### src/verilog/fswp_pkg.sv
// package for the flash status and write-protect block
// assumes a 4 MB array behind a serial command link
package fswp_pkg;
  localparam int ADDR_W = 24;
  localparam int ARR_W = 22;
  localparam logic [22:0] ARR_BYTES = 23'h400000;
  localparam int UNIT_SH = 12;
  // command codes
  localparam logic [7:0] CMD_WR_EN = 8'h06;
  localparam logic [7:0] CMD_WR_DIS = 8'h04;
  localparam logic [7:0] CMD_RD_S1 = 8'h05;
  localparam logic [7:0] CMD_RD_S2 = 8'h35;
  localparam logic [7:0] CMD_RD_S3 = 8'h15;
  localparam logic [7:0] CMD_WS_1 = 8'h01;
  localparam logic [7:0] CMD_WS_2 = 8'h31;
  localparam logic [7:0] CMD_WS_3 = 8'h11;
  localparam logic [7:0] CMD_PROG = 8'h02;
  localparam logic [7:0] CMD_WIPE_4K = 8'h20;
  localparam logic [7:0] CMD_WIPE_32K = 8'h52;
  localparam logic [7:0] CMD_WIPE_64K = 8'hd8;
  localparam logic [7:0] CMD_CHIP_A = 8'h60;
  localparam logic [7:0] CMD_CHIP_B = 8'hc7;
  localparam logic [7:0] CMD_RST_ARM = 8'h66;
  localparam logic [7:0] CMD_RST_GO = 8'h99;
  // byte counts of complete frames
  localparam logic [2:0] LEN_ONE = 3'h1;
  localparam logic [2:0] LEN_WS = 3'h2;
  localparam logic [2:0] LEN_WIPE = 3'h4;
  localparam logic [2:0] LEN_PROG = 3'h5;
  localparam logic [2:0] LEN_MAX = 3'h7;
  // unit masks for last-address checks
  localparam logic [23:0] MASK_PAGE = 24'h0000ff;
  localparam logic [23:0] MASK_4K = 24'h000fff;
  localparam logic [23:0] MASK_32K = 24'h007fff;
  localparam logic [23:0] MASK_64K = 24'h00ffff;
  // field positions inside the three status bytes
  localparam int P_BUSY = 0, P_LATCH = 1, P_AREA = 2, P_GUARD0 = 7;
  localparam int C_GUARD1 = 0, C_QUAD = 1, C_PPAUSE = 2, C_LOCK = 3, C_COMPL = 6, C_EPAUSE = 7;
  localparam int D_DUMMY = 0, D_DRIVE = 5;
  // protect modes and defaults
  localparam logic [1:0] GM_SOFT = 2'h0, GM_HW = 2'h1, GM_LOCKDOWN = 2'h2;
  localparam logic [1:0] DRIVE_RST = 2'h1;
  typedef enum logic [2:0] {OP_NONE, OP_PROG, OP_W4K, OP_W32K, OP_W64K, OP_CHIP, OP_STATUS} fswp_op_t;
endpackage : fswp_pkg
### src/verilog/fswp_flash_status_write_protect.sv
// status registers and write protection of a serial nor flash
// assumes link pins are asynchronous; rst_i is power-up, nv_rst_i is factory init
`timescale 1ns/1ns
module fswp_flash_status_write_protect #(
  parameter int OP_CYCLES = 64
) (
  // clock and resets
  input wire logic clk_i,
  input wire logic rst_i,
  input wire logic nv_rst_i,
  // serial link pins
  input wire logic sclk_i,
  input wire logic cs_n_i,
  input wire logic si_i,
  input wire logic write_guard_n_i,
  output logic so_o,
  output logic so_oe_o,
  // launch of array operations
  output logic op_start_o,
  output fswp_pkg::fswp_op_t op_kind_o,
  output logic [fswp_pkg::ADDR_W-1:0] op_addr_o,
  output logic cmd_refused_o,
  // state seen by the rest of the device
  output logic [7:0] status_protect_byte_o,
  output logic [7:0] status_config_byte_o,
  output logic [7:0] status_drive_byte_o,
  output logic quad_enable_o,
  output logic [1:0] drive_strength_o,
  output logic dummy_cycle_select_o,
  output logic [2:0] secure_area_lock_o,
  output logic write_busy_o
);
  import fswp_pkg::*;

  localparam int CW = $clog2(OP_CYCLES + 1);

  // refuse counts the busy counter cannot hold
  if (OP_CYCLES < 1 || OP_CYCLES > 65535) begin : g_bad_cycles
    $error("OP_CYCLES out of range");
  end

  // ****************************************
  // link sampling and byte assembly
  // ****************************************
  logic [2:0] sclk_q, next_sclk_q, csn_q, next_csn_q;
  logic [1:0] si_q, next_si_q, wp_q, next_wp_q;
  logic [2:0] bit_cnt, next_bit_cnt, byte_cnt, next_byte_cnt;
  logic [6:0] shreg, next_shreg;
  logic [7:0] cmd, next_cmd, wdata, next_wdata, out_sh, next_out_sh;
  logic [23:0] addr, next_addr;
  logic so, next_so, so_oe, next_so_oe;
  logic sclk_rise, sclk_fall, cs_act, cs_end;
  logic [7:0] byte_v, rd_cmd, sb1, sb2, sb3;

  // edge detect reads only the second and third stages
  assign sclk_rise = sclk_q[1] & ~sclk_q[2];
  assign sclk_fall = ~sclk_q[1] & sclk_q[2];
  assign cs_act = ~csn_q[1];
  assign cs_end = csn_q[1] & ~csn_q[2];

  // shift in on rising edges, shift out on falling edges
  always_comb begin
    next_sclk_q = {sclk_q[1:0], sclk_i};
    next_csn_q = {csn_q[1:0], cs_n_i};
    next_si_q = {si_q[0], si_i};
    next_wp_q = {wp_q[0], write_guard_n_i};
    next_bit_cnt = bit_cnt;
    next_byte_cnt = byte_cnt;
    next_shreg = shreg;
    next_cmd = cmd;
    next_wdata = wdata;
    next_addr = addr;
    next_out_sh = out_sh;
    next_so = so;
    byte_v = {shreg, si_q[1]};
    rd_cmd = (byte_cnt == 3'h0) ? byte_v : cmd;
    if (!cs_act) begin
      next_bit_cnt = 3'h0;
      next_byte_cnt = 3'h0;
    end else if (sclk_rise) begin
      next_shreg = byte_v[6:0];
      next_bit_cnt = bit_cnt + 3'h1;
      if (bit_cnt == 3'h7) begin
        if (byte_cnt == 3'h0) begin
          next_cmd = byte_v;
        end else if (byte_cnt <= 3'h3) begin
          next_addr = {addr[15:0], byte_v};
        end
        if (byte_cnt == 3'h1) begin
          next_wdata = byte_v;
        end
        if (byte_cnt != LEN_MAX) begin
          next_byte_cnt = byte_cnt + 3'h1;
        end
        // reload keeps a status read repeating byte after byte
        unique case (rd_cmd)
          CMD_RD_S1: next_out_sh = sb1;
          CMD_RD_S2: next_out_sh = sb2;
          CMD_RD_S3: next_out_sh = sb3;
          default: next_out_sh = 8'h00;
        endcase
      end
    end else if (sclk_fall) begin
      next_so = out_sh[7];
      next_out_sh = {out_sh[6:0], 1'b0};
    end
    next_so_oe = cs_act && byte_cnt != 3'h0 &&
                 (cmd == CMD_RD_S1 || cmd == CMD_RD_S2 || cmd == CMD_RD_S3);
  end

  always_ff @(posedge clk_i or posedge rst_i) begin
    if (rst_i) begin
      sclk_q <= 3'h0;
      csn_q <= 3'h7;
      si_q <= 2'h0;
      wp_q <= 2'h3;
      bit_cnt <= 3'h0;
      byte_cnt <= 3'h0;
      shreg <= 7'h00;
      cmd <= 8'h00;
      wdata <= 8'h00;
      addr <= 24'h000000;
      out_sh <= 8'h00;
      so <= 1'b0;
      so_oe <= 1'b0;
    end else begin
      sclk_q <= next_sclk_q;
      csn_q <= next_csn_q;
      si_q <= next_si_q;
      wp_q <= next_wp_q;
      bit_cnt <= next_bit_cnt;
      byte_cnt <= next_byte_cnt;
      shreg <= next_shreg;
      cmd <= next_cmd;
      wdata <= next_wdata;
      addr <= next_addr;
      out_sh <= next_out_sh;
      so <= next_so;
      so_oe <= next_so_oe;
    end
  end

  // ****************************************
  // protection decode
  // ****************************************
  logic write_enable_latch, next_wel, armed, next_armed, pwr_fix, next_pwr_fix;
  logic [CW-1:0] busy_cnt, next_busy_cnt;
  logic op_start, next_op_start, refused, next_refused;
  fswp_op_t op_kind, next_op_kind;
  logic [23:0] op_addr, next_op_addr;
  logic [4:0] area, next_area;
  logic guard0, next_guard0, guard1, next_guard1, quad, next_quad;
  logic compl, next_compl, dummy, next_dummy;
  logic [2:0] lock, next_lock;
  logic [1:0] drive, next_drive, gmode;
  logic busy, exec, wp_high, sr_unlocked, is_ws, is_wipe, is_chip, is_prog;
  logic wr_class, tgt_guard, chip_ok, sr_go, arr_go, chip_go;
  logic [23:0] last_addr, unit_mask;
  fswp_op_t arr_kind;

  // guarded region: one end of the array, inverted by the complement bit
  function automatic logic in_guard(input logic [ARR_W-1:0] a, input logic [4:0] ag, input logic cm);
    logic [4:0] sh;
    logic [22:0] size;
    logic hit;
    sh = 5'h0;
    size = 23'h0;
    hit = 1'b0;
    if (ag[2:0] == 3'h7) begin
      hit = 1'b1;
    end else if (ag[2:0] != 3'h0) begin
      // small-sector patterns stop growing at 32 KB
      if (ag[4]) begin
        sh = (ag[2:0] > 3'h4) ? 5'h3 : {2'h0, ag[2:0]} - 5'h1;
      end else begin
        sh = {2'h0, ag[2:0]} + 5'h3;
      end
      size = 23'h1 << (5'(UNIT_SH) + sh);
      hit = ag[3] ? ({1'b0, a} < size) : ({1'b0, a} >= ARR_BYTES - size);
    end
    return hit ^ cm;
  endfunction : in_guard

  assign busy = busy_cnt != '0;
  assign exec = cs_end && bit_cnt == 3'h0 && byte_cnt != 3'h0;
  assign wp_high = quad | wp_q[1];
  assign gmode = {guard1, guard0};
  // modes 10 and 11 never unlock; 01 follows the pin unless quad is set
  assign sr_unlocked = (gmode == GM_SOFT) |
                       (gmode == GM_HW & wp_high);
  assign is_ws = byte_cnt == LEN_WS && (cmd == CMD_WS_1 || cmd == CMD_WS_2 || cmd == CMD_WS_3);
  assign is_prog = cmd == CMD_PROG && byte_cnt >= LEN_PROG;
  assign is_wipe = byte_cnt == LEN_WIPE &&
                   (cmd == CMD_WIPE_4K || cmd == CMD_WIPE_32K || cmd == CMD_WIPE_64K);
  assign is_chip = byte_cnt == LEN_ONE && (cmd == CMD_CHIP_A || cmd == CMD_CHIP_B);
  assign wr_class = is_ws | is_prog | is_wipe | is_chip;
  assign unit_mask = is_prog ? MASK_PAGE : cmd == CMD_WIPE_4K ? MASK_4K :
                     cmd == CMD_WIPE_32K ? MASK_32K : MASK_64K;
  assign arr_kind = is_prog ? OP_PROG : cmd == CMD_WIPE_4K ? OP_W4K :
                    cmd == CMD_WIPE_32K ? OP_W32K : OP_W64K;
  assign last_addr = addr | unit_mask;
  // region is contiguous, so both ends of the unit decide overlap
  assign tgt_guard = in_guard(addr[ARR_W-1:0], area, compl) |
                     in_guard(last_addr[ARR_W-1:0], area, compl);
  assign chip_ok = (area[2:0] == 3'h0 & ~compl) | (area[2:0] == 3'h7 & compl);
  // every write needs the latch and an idle device
  assign sr_go = exec & is_ws & write_enable_latch & ~busy & sr_unlocked;
  assign arr_go = exec & (is_prog | is_wipe) & write_enable_latch & ~busy & ~tgt_guard;
  assign chip_go = exec & is_chip & write_enable_latch & ~busy & chip_ok;

  // ****************************************
  // latch, busy timer and launch
  // ****************************************
  always_comb begin
    next_wel = write_enable_latch;
    next_armed = armed;
    next_pwr_fix = 1'b0;
    next_busy_cnt = busy ? busy_cnt - CW'(1) : busy_cnt;
    next_op_start = sr_go | arr_go | chip_go;
    next_op_kind = op_kind;
    next_op_addr = op_addr;
    next_refused = exec & wr_class & ~(sr_go | arr_go | chip_go);
    if (exec && !busy) begin
      next_armed = cmd == CMD_RST_ARM && byte_cnt == LEN_ONE;
      if (cmd == CMD_WR_EN && byte_cnt == LEN_ONE) begin
        next_wel = 1'b1;
      end
      if ((wr_class && write_enable_latch) || (byte_cnt == LEN_ONE &&
          (cmd == CMD_WR_DIS || (cmd == CMD_RST_GO && armed)))) begin
        next_wel = 1'b0;
      end
    end
    if (next_op_start) begin
      next_busy_cnt = CW'(OP_CYCLES);
      next_op_kind = sr_go ? OP_STATUS : chip_go ? OP_CHIP : arr_kind;
      next_op_addr = addr;
    end
  end

  // power-up clears the volatile bits
  always_ff @(posedge clk_i or posedge rst_i) begin
    if (rst_i) begin
      write_enable_latch <= 1'b0;
      armed <= 1'b0;
      pwr_fix <= 1'b1;
      busy_cnt <= '0;
      op_start <= 1'b0;
      op_kind <= OP_NONE;
      op_addr <= 24'h000000;
      refused <= 1'b0;
    end else begin
      write_enable_latch <= next_wel;
      armed <= next_armed;
      pwr_fix <= next_pwr_fix;
      busy_cnt <= next_busy_cnt;
      op_start <= next_op_start;
      op_kind <= next_op_kind;
      op_addr <= next_op_addr;
      refused <= next_refused;
    end
  end

  // ****************************************
  // non-volatile status bits
  // ****************************************
  always_comb begin
    next_area = area;
    next_guard0 = guard0;
    next_guard1 = guard1;
    next_quad = quad;
    next_compl = compl;
    next_lock = lock;
    next_drive = drive;
    next_dummy = dummy;
    // first clock after power-up releases the lock-down mode
    if (pwr_fix && gmode == GM_LOCKDOWN) begin
      next_guard1 = 1'b0;
    end
    if (sr_go) begin
      unique case (cmd)
        CMD_WS_1: begin
          next_area = wdata[P_AREA +: 5];
          next_guard0 = wdata[P_GUARD0];
        end
        CMD_WS_2: begin
          next_guard1 = wdata[C_GUARD1];
          next_quad = wdata[C_QUAD];
          next_compl = wdata[C_COMPL];
          next_lock = lock | wdata[C_LOCK +: 3];
        end
        default: begin
          next_drive = wdata[D_DRIVE +: 2];
          next_dummy = wdata[D_DUMMY];
        end
      endcase
    end
  end

  // held across power-up except a lock-down guard1; otherwise only factory init restores defaults
  always_ff @(posedge clk_i or posedge nv_rst_i) begin
    if (nv_rst_i) begin
      area <= 5'h00;
      guard0 <= 1'b0;
      guard1 <= 1'b0;
      quad <= 1'b0;
      compl <= 1'b0;
      lock <= 3'h0;
      drive <= DRIVE_RST;
      dummy <= 1'b0;
    end else begin
      area <= next_area;
      guard0 <= next_guard0;
      guard1 <= next_guard1;
      quad <= next_quad;
      compl <= next_compl;
      lock <= next_lock;
      drive <= next_drive;
      dummy <= next_dummy;
    end
  end

  // ****************************************
  // status bytes and outputs
  // ****************************************
  // suspend is not built here, so both pause bits read zero
  always_comb begin
    sb1 = 8'h00;
    sb2 = 8'h00;
    sb3 = 8'h00;
    sb1[P_BUSY] = busy;
    sb1[P_LATCH] = write_enable_latch;
    sb1[P_AREA +: 5] = area;
    sb1[P_GUARD0] = guard0;
    sb2[C_GUARD1] = guard1;
    sb2[C_QUAD] = quad;
    sb2[C_PPAUSE] = 1'b0;
    sb2[C_LOCK +: 3] = lock;
    sb2[C_COMPL] = compl;
    sb2[C_EPAUSE] = 1'b0;
    sb3[D_DRIVE +: 2] = drive;
    sb3[D_DUMMY] = dummy;
  end

  assign so_o = so;
  assign so_oe_o = so_oe;
  assign op_start_o = op_start;
  assign op_kind_o = op_kind;
  assign op_addr_o = op_addr;
  assign cmd_refused_o = refused;
  assign status_protect_byte_o = sb1;
  assign status_config_byte_o = sb2;
  assign status_drive_byte_o = sb3;
  assign quad_enable_o = quad;
  assign drive_strength_o = drive;
  assign dummy_cycle_select_o = dummy;
  assign secure_area_lock_o = lock;
  assign write_busy_o = busy;

  // ****************************************
  // checks
  // ****************************************
  logic [CW:0] busy_age;
  always_ff @(posedge clk_i or posedge rst_i) begin
    if (rst_i) begin
      busy_age <= '0;
    end else begin
      busy_age <= busy ? busy_age + (CW+1)'(1) : '0;
    end
  end
endmodule : fswp_flash_status_write_protect

### config.mk
export PLATFORM = sky130hd
export DESIGN_NAME = fswp_flash_status_write_protect
export DESIGN_NICKNAME = d
export VERILOG_FILES = /design/src/verilog/fswp_pkg.sv /design/src/verilog/fswp_flash_status_write_protect.sv
export SDC_FILE = /design/constraint.sdc
export NUM_CORES = 1
export LEC_CHECK = 0
export BUFFER_PORTS_ARGS = -buffer_cell sky130_fd_sc_hd__clkbuf_2
export CORE_MARGIN = 3
export CORE_UTILIZATION = 46
export CTS_CLUSTER_SIZE = 25
export DETAILED_ROUTE_END_ITERATION = 8
export GPL_TIMING_DRIVEN = 0
export PLACE_DENSITY = 0.64
export SLEW_MARGIN = 40
export SYNTH_ARGS = -nofsm -noshare
export SYNTH_HDL_FRONTEND = slang
export SYNTH_SLANG_ARGS = --single-unit
### constraint.sdc
create_clock -name clk_i -period 12.2 [get_ports clk_i]
set_clock_uncertainty 0.05 [all_clocks]
set_input_delay 0.61 -clock clk_i [delete_from_list [all_inputs] [get_ports clk_i]]
set_output_delay 0.61 -clock clk_i [all_outputs]
set_load 0.01 [all_outputs]
# Word level (Yosys, flattened, before mapping)
# Cells that the tools add are included.
# totals
reg_bits,127
in_bits,7
out_inout_bits,63
wordCells,203
# classes
n_addsub,7
n_lt_le_gt_ge,7
n_eq_ne,28
shift,1
muxes,36
bitwise,45
n_reduce_logical,50
# op_table
operator,count
$mux 16,3
$ge 22x23->1,2
$lt 22x23->1,2
$mux 3,11
$eq 8x3->1 const B,4
$eq 8x6->1 const B,4
$mux 8,4
$eq 8x5->1 const B,3
$eq 8x7->1 const B,3
$eq 8x8->1 const B,3
$pmux 8 s3,1
$shl 1x5->23 const A,1
$sub 23x23->23 const A,1
$or 22x16->22,1
$and 1x1->1,20
$mux 5,4
$logic_and 1x1->1,15
$mux 7,2
$reduce_and 3->1,4
$reduce_bool 2->1,6
$mux 1,11
$not 1->1,11
$or 1x1->1,10
$reduce_and 2->1,5
28 further kinds,43

# Longest topological paths before layout
# logic_depth
word_depth,20
ltp_mapped,32
mapped_depth_nobuf,27

# Worst setup path before layout
# OpenSTA, ideal clock, no wires.
# synth_path
path_kind,flip-flop to flip-flop
startpoint,register area[0]
endpoint,register op_addr[10] (netlist: op_addr_o[10])
setup_time_ns,0.125
t_arrival_ns,6.218
required_time_ns,12.025
slack_ns,5.807
path_stages_with_launch,31
n_path_buf,6
synth_period_minus_slack_ns,6.393
cell_sequence,dfrtp_1 > clkbuf_1 > inv_1 > ha_1 > inv_1 > ha_1 > clkbuf_1 > or4b_1 > nor2_1 > nor2_1 > ha_1 > clkbuf_1 > clkbuf_1 > and3_1 > nand3_1 > ha_1 > clkbuf_1 > nand3_1 > nor2_1 > xnor2_1 > ha_1 > a21o_1 > maj3_1 > a21o_1 > a21oi_1 > a21oi_1 > o211ai_1 > mux2i_4 > nand3_4 > buf_6 > mux2_4
# synth_between
elab_chain_len,18
elab_cells_between_ends,34
classes_between,add/sub (4); order compare (5); eq/ne (1); shift (1); mux (10); bitwise (11); reduce/logical (2)
# synth_lines
element,line,rtl
from (decl),fswp_flash_status_write_protect.sv:151,"logic [4:0] area, next_area;"
from (signal assigned),fswp_flash_status_write_protect.sv:311,area <= next_area;
$sub 3x1->4 / $gt 3x3->1 (equally long branches),fswp_flash_status_write_protect.sv:174,"sh = (ag[2:0] > 3'h4) ? 5'h3 : {2'h0, ag[2:0]} - 5'h1;"
$mux 5,fswp_flash_status_write_protect.sv:174,
$mux 5,fswp_flash_status_write_protect.sv:173,if (ag[4]) begin
$mux 5,fswp_flash_status_write_protect.sv:171,end else if (ag[2:0] != 3'h0) begin
$mux 5,fswp_flash_status_write_protect.sv:169,if (ag[2:0] == 3'h7) begin
$add 4x5->5,fswp_flash_status_write_protect.sv:178,size = 23'h1 << (5'(UNIT_SH) + sh);
$shl 1x5->23,fswp_flash_status_write_protect.sv:178,
$sub 23x23->23,fswp_flash_status_write_protect.sv:179,"hit = ag[3] ? ({1'b0, a} < size) : ({1'b0, a} >= ARR_BYTES - size);"
[... 2 more ...],--,
$mux 1,fswp_flash_status_write_protect.sv:171,
$mux 1,fswp_flash_status_write_protect.sv:169,
$xor 1x1->1,fswp_flash_status_write_protect.sv:181,return hit ^ cm;
$or 1x1->1,fswp_flash_status_write_protect.sv:203,"assign tgt_guard = in_guard(addr[ARR_W-1:0], area, compl) |"
$not 1->1,fswp_flash_status_write_protect.sv:208,assign arr_go = exec & (is_prog | is_wipe) & write_enable_latch & ~busy & ~tgt_guard;
$and 1x1->1,fswp_flash_status_write_protect.sv:208,
$or 1x1->1,fswp_flash_status_write_protect.sv:219,next_op_start = sr_go | arr_go | chip_go;
$or 1x1->1 (*),fswp_flash_status_write_protect.sv:219,
to (signal assigned),fswp_flash_status_write_protect.sv:258,op_addr <= next_op_addr;
to (decl),fswp_flash_status_write_protect.sv:150,"logic [23:0] op_addr, next_op_addr;"
# Mark *: on every way between the ends. The rest lies on a longest branch, timed or not. The select of a mux whose other input is x is not followed.
# A chain may end at the register's enable or synchronous reset.

# Worst setup path in the final report
# layout_path
startpoint,register area[0]
endpoint,register op_addr[15] (netlist: op_addr_o[15])
# The elaborated chain is that of the path after synthesis.

==> results.rst <==
.. list-table::
   :header-rows: 1

   * - Metric
     - Value
   * - Count of maximum capacitance violations
     - 0
   * - Synth top area cells
     - dfrtp_1 39%, ha_1 11%, mux2_2 8.8%, mux2_4 3.3%, nand2_1 2.7%
   * - Number of pins exceeding their max-slew limit in the final report
     - 0
   * - Reg2Reg Capture Point
     - op_addr_o[15]$_DFFE_PP0P_
   * - H-tree levels
     - 4
   * - Yosys Warn Count
     - 0
   * - Wire length of the first global-routing pass
     - 33,600 microns
   * - Final HPWL DP
     - between 15,000 and 20,000 microns
   * - Register cell area after layout
     - 0.00319 sq mm
   * - Sink count of the clock tree
     - roughly 130
   * - CTS tree
     - built
   * - CP max-delay cell
     - or4b_1
   * - Register clock-pin slew on the reported worst setup and hold paths
     - approximately 0.06 ns
   * - Worst Setup Path Type
     - reg -> reg
   * - Maximum number of pins on one net before global-route repair
     - 74
   * - Fraction of layout instances using a drive strength above 1
     - 26.1%
   * - Detailed-routing iteration count for the pre-antenna-repair pass
     - 5
   * - Multi-input logic area
     - ~0.0042 sq mm
   * - Ports
     - 70
   * - Horizontal die dimension
     - 136 microns
   * - Post-synth EDFFs
     - 0
   * - Share of synthesized registers carrying an async set or reset
     - 100%
   * - Most used flip-flop cell after synthesis
     - dfrtp_1
   * - Antenna diode count
     - 0
   * - Area growth from synthesis to layout
     - 16.1%
   * - Required time reported for the critical path endpoint
     - about 12 ns
   * - Path class of the lowest-slack min-delay path
     - in -> async
   * - Via count of the first global-routing pass
     - 6,028
   * - Global-route congestion overflow total
     - 0
   * - Cts hold-fix bufs
     - 0
   * - Most frequently used cell type in the post-synthesis netlist
     - dfrtp_1
   * - Cell count of the worst reg-to-reg path
     - 31
   * - Combined global-route utilization of all metal layers
     - a little under a quarter
   * - DR vias
     - 5,986
   * - Final weighted congestion of routability-driven global placement
     - 0.939
   * - Via density
     - between 5 and 6
   * - Total power divided by cell area
     - 113 mW/mm^2
   * - Max stage delay on crit path
     - 0.56 ns
   * - Detailed-route wire length per cell
     - 19.8 microns
   * - Number of instances in the synthesized netlist
     - 737
   * - Maximum fanout count along the critical path
     - 10
   * - Area fraction of the dominant cell type after synthesis
     - 38.9%
   * - Type of element launching the critical path
     - register
   * - Worst Setup End Kind
     - register
   * - Fill cell instance count of the final layout
     - 1,469
   * - Post-CTS Setup Inserts
     - 0
   * - Maximum resistive drop on vdd
     - 0.0000842 V
   * - Final setup fails
     - 0
   * - Area of the die
     - roughly 0.018 sq mm
   * - Total negative slack for setup checks
     - 0 ns
   * - Violation count after the first detailed-routing iteration
     - 328
   * - Count of port buffers added during placement
     - 62
   * - Placed cell areas
     - 0.00837 sq mm
   * - Beginning of the worst register-to-register path
     - area[0]$_DFFE_PP0P_
   * - Initial antenna violation count
     - 0
   * - Final design area excluding fillers
     - around 0.009 sq mm
   * - Antenna Violating Nets Remaining
     - 0
   * - Placeable core region
     - about 0.016 sq mm
   * - Netlist area before placement
     - 0.00772 sq mm
   * - Number of nets in the finished design
     - 901
   * - TritonCTS buffer count
     - 17
   * - Clock network latency to the later pin of the worst-skew pair
     - 0.42 ns
   * - Seq cells post-synth
     - 127
   * - Final cycle utilization of the critical path
     - 68.1%
   * - Min Clock Period, post-route
     - 8.30 ns
   * - Final number of hold-violating endpoints
     - 0
   * - Dominant cell type by area after synthesis
     - dfrtp_1
   * - Site row count
     - 46
   * - Clock tree root driver cell
     - clkbuf_16
   * - Top achievable clock speed
     - 120 MHz
   * - Number of distinct standard cells referenced by the synthesized netlist
     - 75
   * - Number of remaining DRC errors
     - 0
   * - Pin slew with the least headroom to its limit
     - about 0.85 ns
   * - Run status
     - completed
   * - CTS Buffer Depth
     - 2
   * - Static Leak
     - 4.45 nW
   * - Post-Syn Area per Cell
     - 10.5 sq um
   * - Top post-synthesis cells by count
     - 120 x dfrtp_1, 68 x ha_1, 60 x mux2_2
   * - Number of gates resized after CTS
     - 0
   * - Endpoint arrival time on the critical path
     - 8.56 ns
   * - Starting utilization of the core area
     - 47.7%
   * - R2R Setup Slk
     - 3.90 ns
   * - Overall power of the completed layout
     - 1.02 mW
   * - Sequential area share after synthesis
     - around two fifths
   * - RSZ-0062 raised after global routing
     - no
   * - Y dimension of the die
     - roughly 140 microns
   * - Max_slew headroom
     - 43.2%
   * - Total length of routed wires
     - 20,900 microns
## cells by family after synthesis
| family | Yosys count | synth area share [%] |
|---|---|---|
| compound gates | 137 | 11.5 |
| xor+xnor | 18 | 2.04 |
| fa+ha+maj | 69 | 11.1 |
| buf+inv | 71 | 4.60 |
| flops | 127 | 41.3 |
| mux | 87 | 13.5 |
| other cells | 1 | 0.0486 |
| simple gates | 227 | 15.9 |
## worst max-delay path, delay by kind of cell, from the launching register on
family                     cells  cell delay (ns)
adders and majority gates      5             1.21
muxes                          2             0.46
DFF                            1             0.41
AOI/OAI and AO/OA              5             1.20
xor gates and xnor gates       1             0.17
buffers and inverters          8             2.04
and+or+nand+nor               10             2.65
## through the flow
step | setup slack, ns | cells | util, % | hold WS (ns)
global placement | 4.04 | 1022 | 51.5 | 0.283
CTS | 3.92 | 1055 | 55.4 | 0.110
finish | 3.90 | 1055 | 55.4 | 0.112
detailed placement | 4.02 | 1023 | 51.8 | 0.288
floorplan | 5.81 | 744 | - | 0.281
global route | 3.38 | 1055 | 55.4 | 0.129
## state kept, by name, indices dropped and copies added (netlist names), 5 cells and up
signal     flops
cmd            8
area           5
out_sh         8
addr          24
busy_cnt       7
shreg          7
op_addr_o     24
wdata          8
## final cells by class
class                           instances  area share (%)
Buffer                                 42            2.75
Timing Repair Buffer                   63            3.77
Tap cell                              216            3.02
Inverter                               29            1.30
Sequential cell                       127            35.6
Multi-Input combinational cell        546            47.1
Clock inverter                         14            1.76
Clock buffer                           18            4.79
## report_power, final
part,switching [mW],total [mW],internal [mW]
sequential,0.0241,0.463,0.438
combinational,0.0273,0.0476,0.0204
clock,0.201,0.505,0.304
## metal layers
layer	part of all wire [%]	GRT usage (%)	up-vias	wire length (microns)
met5	0	0	-	0
met4	2.7	8.96	0	562
met3	3.6	3.42	37	745
met2	50	40.3	149	10500
met1	43	30.8	2961	9070
li1	-	-	2839	-
## cells in the final DEF, fill, tap and decap left out, drive strengths merged, types with 27 or more instances in the layout
| master | n |
|---|---|
| a21oi | 33 |
| ha | 68 |
| clkbuf | 97 |
| nand2 | 56 |
| nand3 | 27 |
| nor2 | 38 |
| dfrtp | 120 |
| o21ai | 41 |
| mux2 | 78 |
| inv | 33 |
## how the worst max path moves through the flow
| stage | cells after the start | end | start |
|---|---|---|---|
| floorplan | 30 | op_addr_o[10]$_DFFE_PP0P_ | area[0]$_DFFE_PP0P_ |
| global placement | 31 | op_addr_o[6]$_DFFE_PP0P_ | area[0]$_DFFE_PP0P_ |
| detailed placement | 31 | op_addr_o[6]$_DFFE_PP0P_ | area[0]$_DFFE_PP0P_ |
| CTS | 31 | op_addr_o[15]$_DFFE_PP0P_ | area[0]$_DFFE_PP0P_ |
| global route | 31 | op_addr_o[15]$_DFFE_PP0P_ | area[0]$_DFFE_PP0P_ |
| finish | 31 | op_addr_o[15]$_DFFE_PP0P_ | area[0]$_DFFE_PP0P_ |
(Power assumes the default switching activity.)
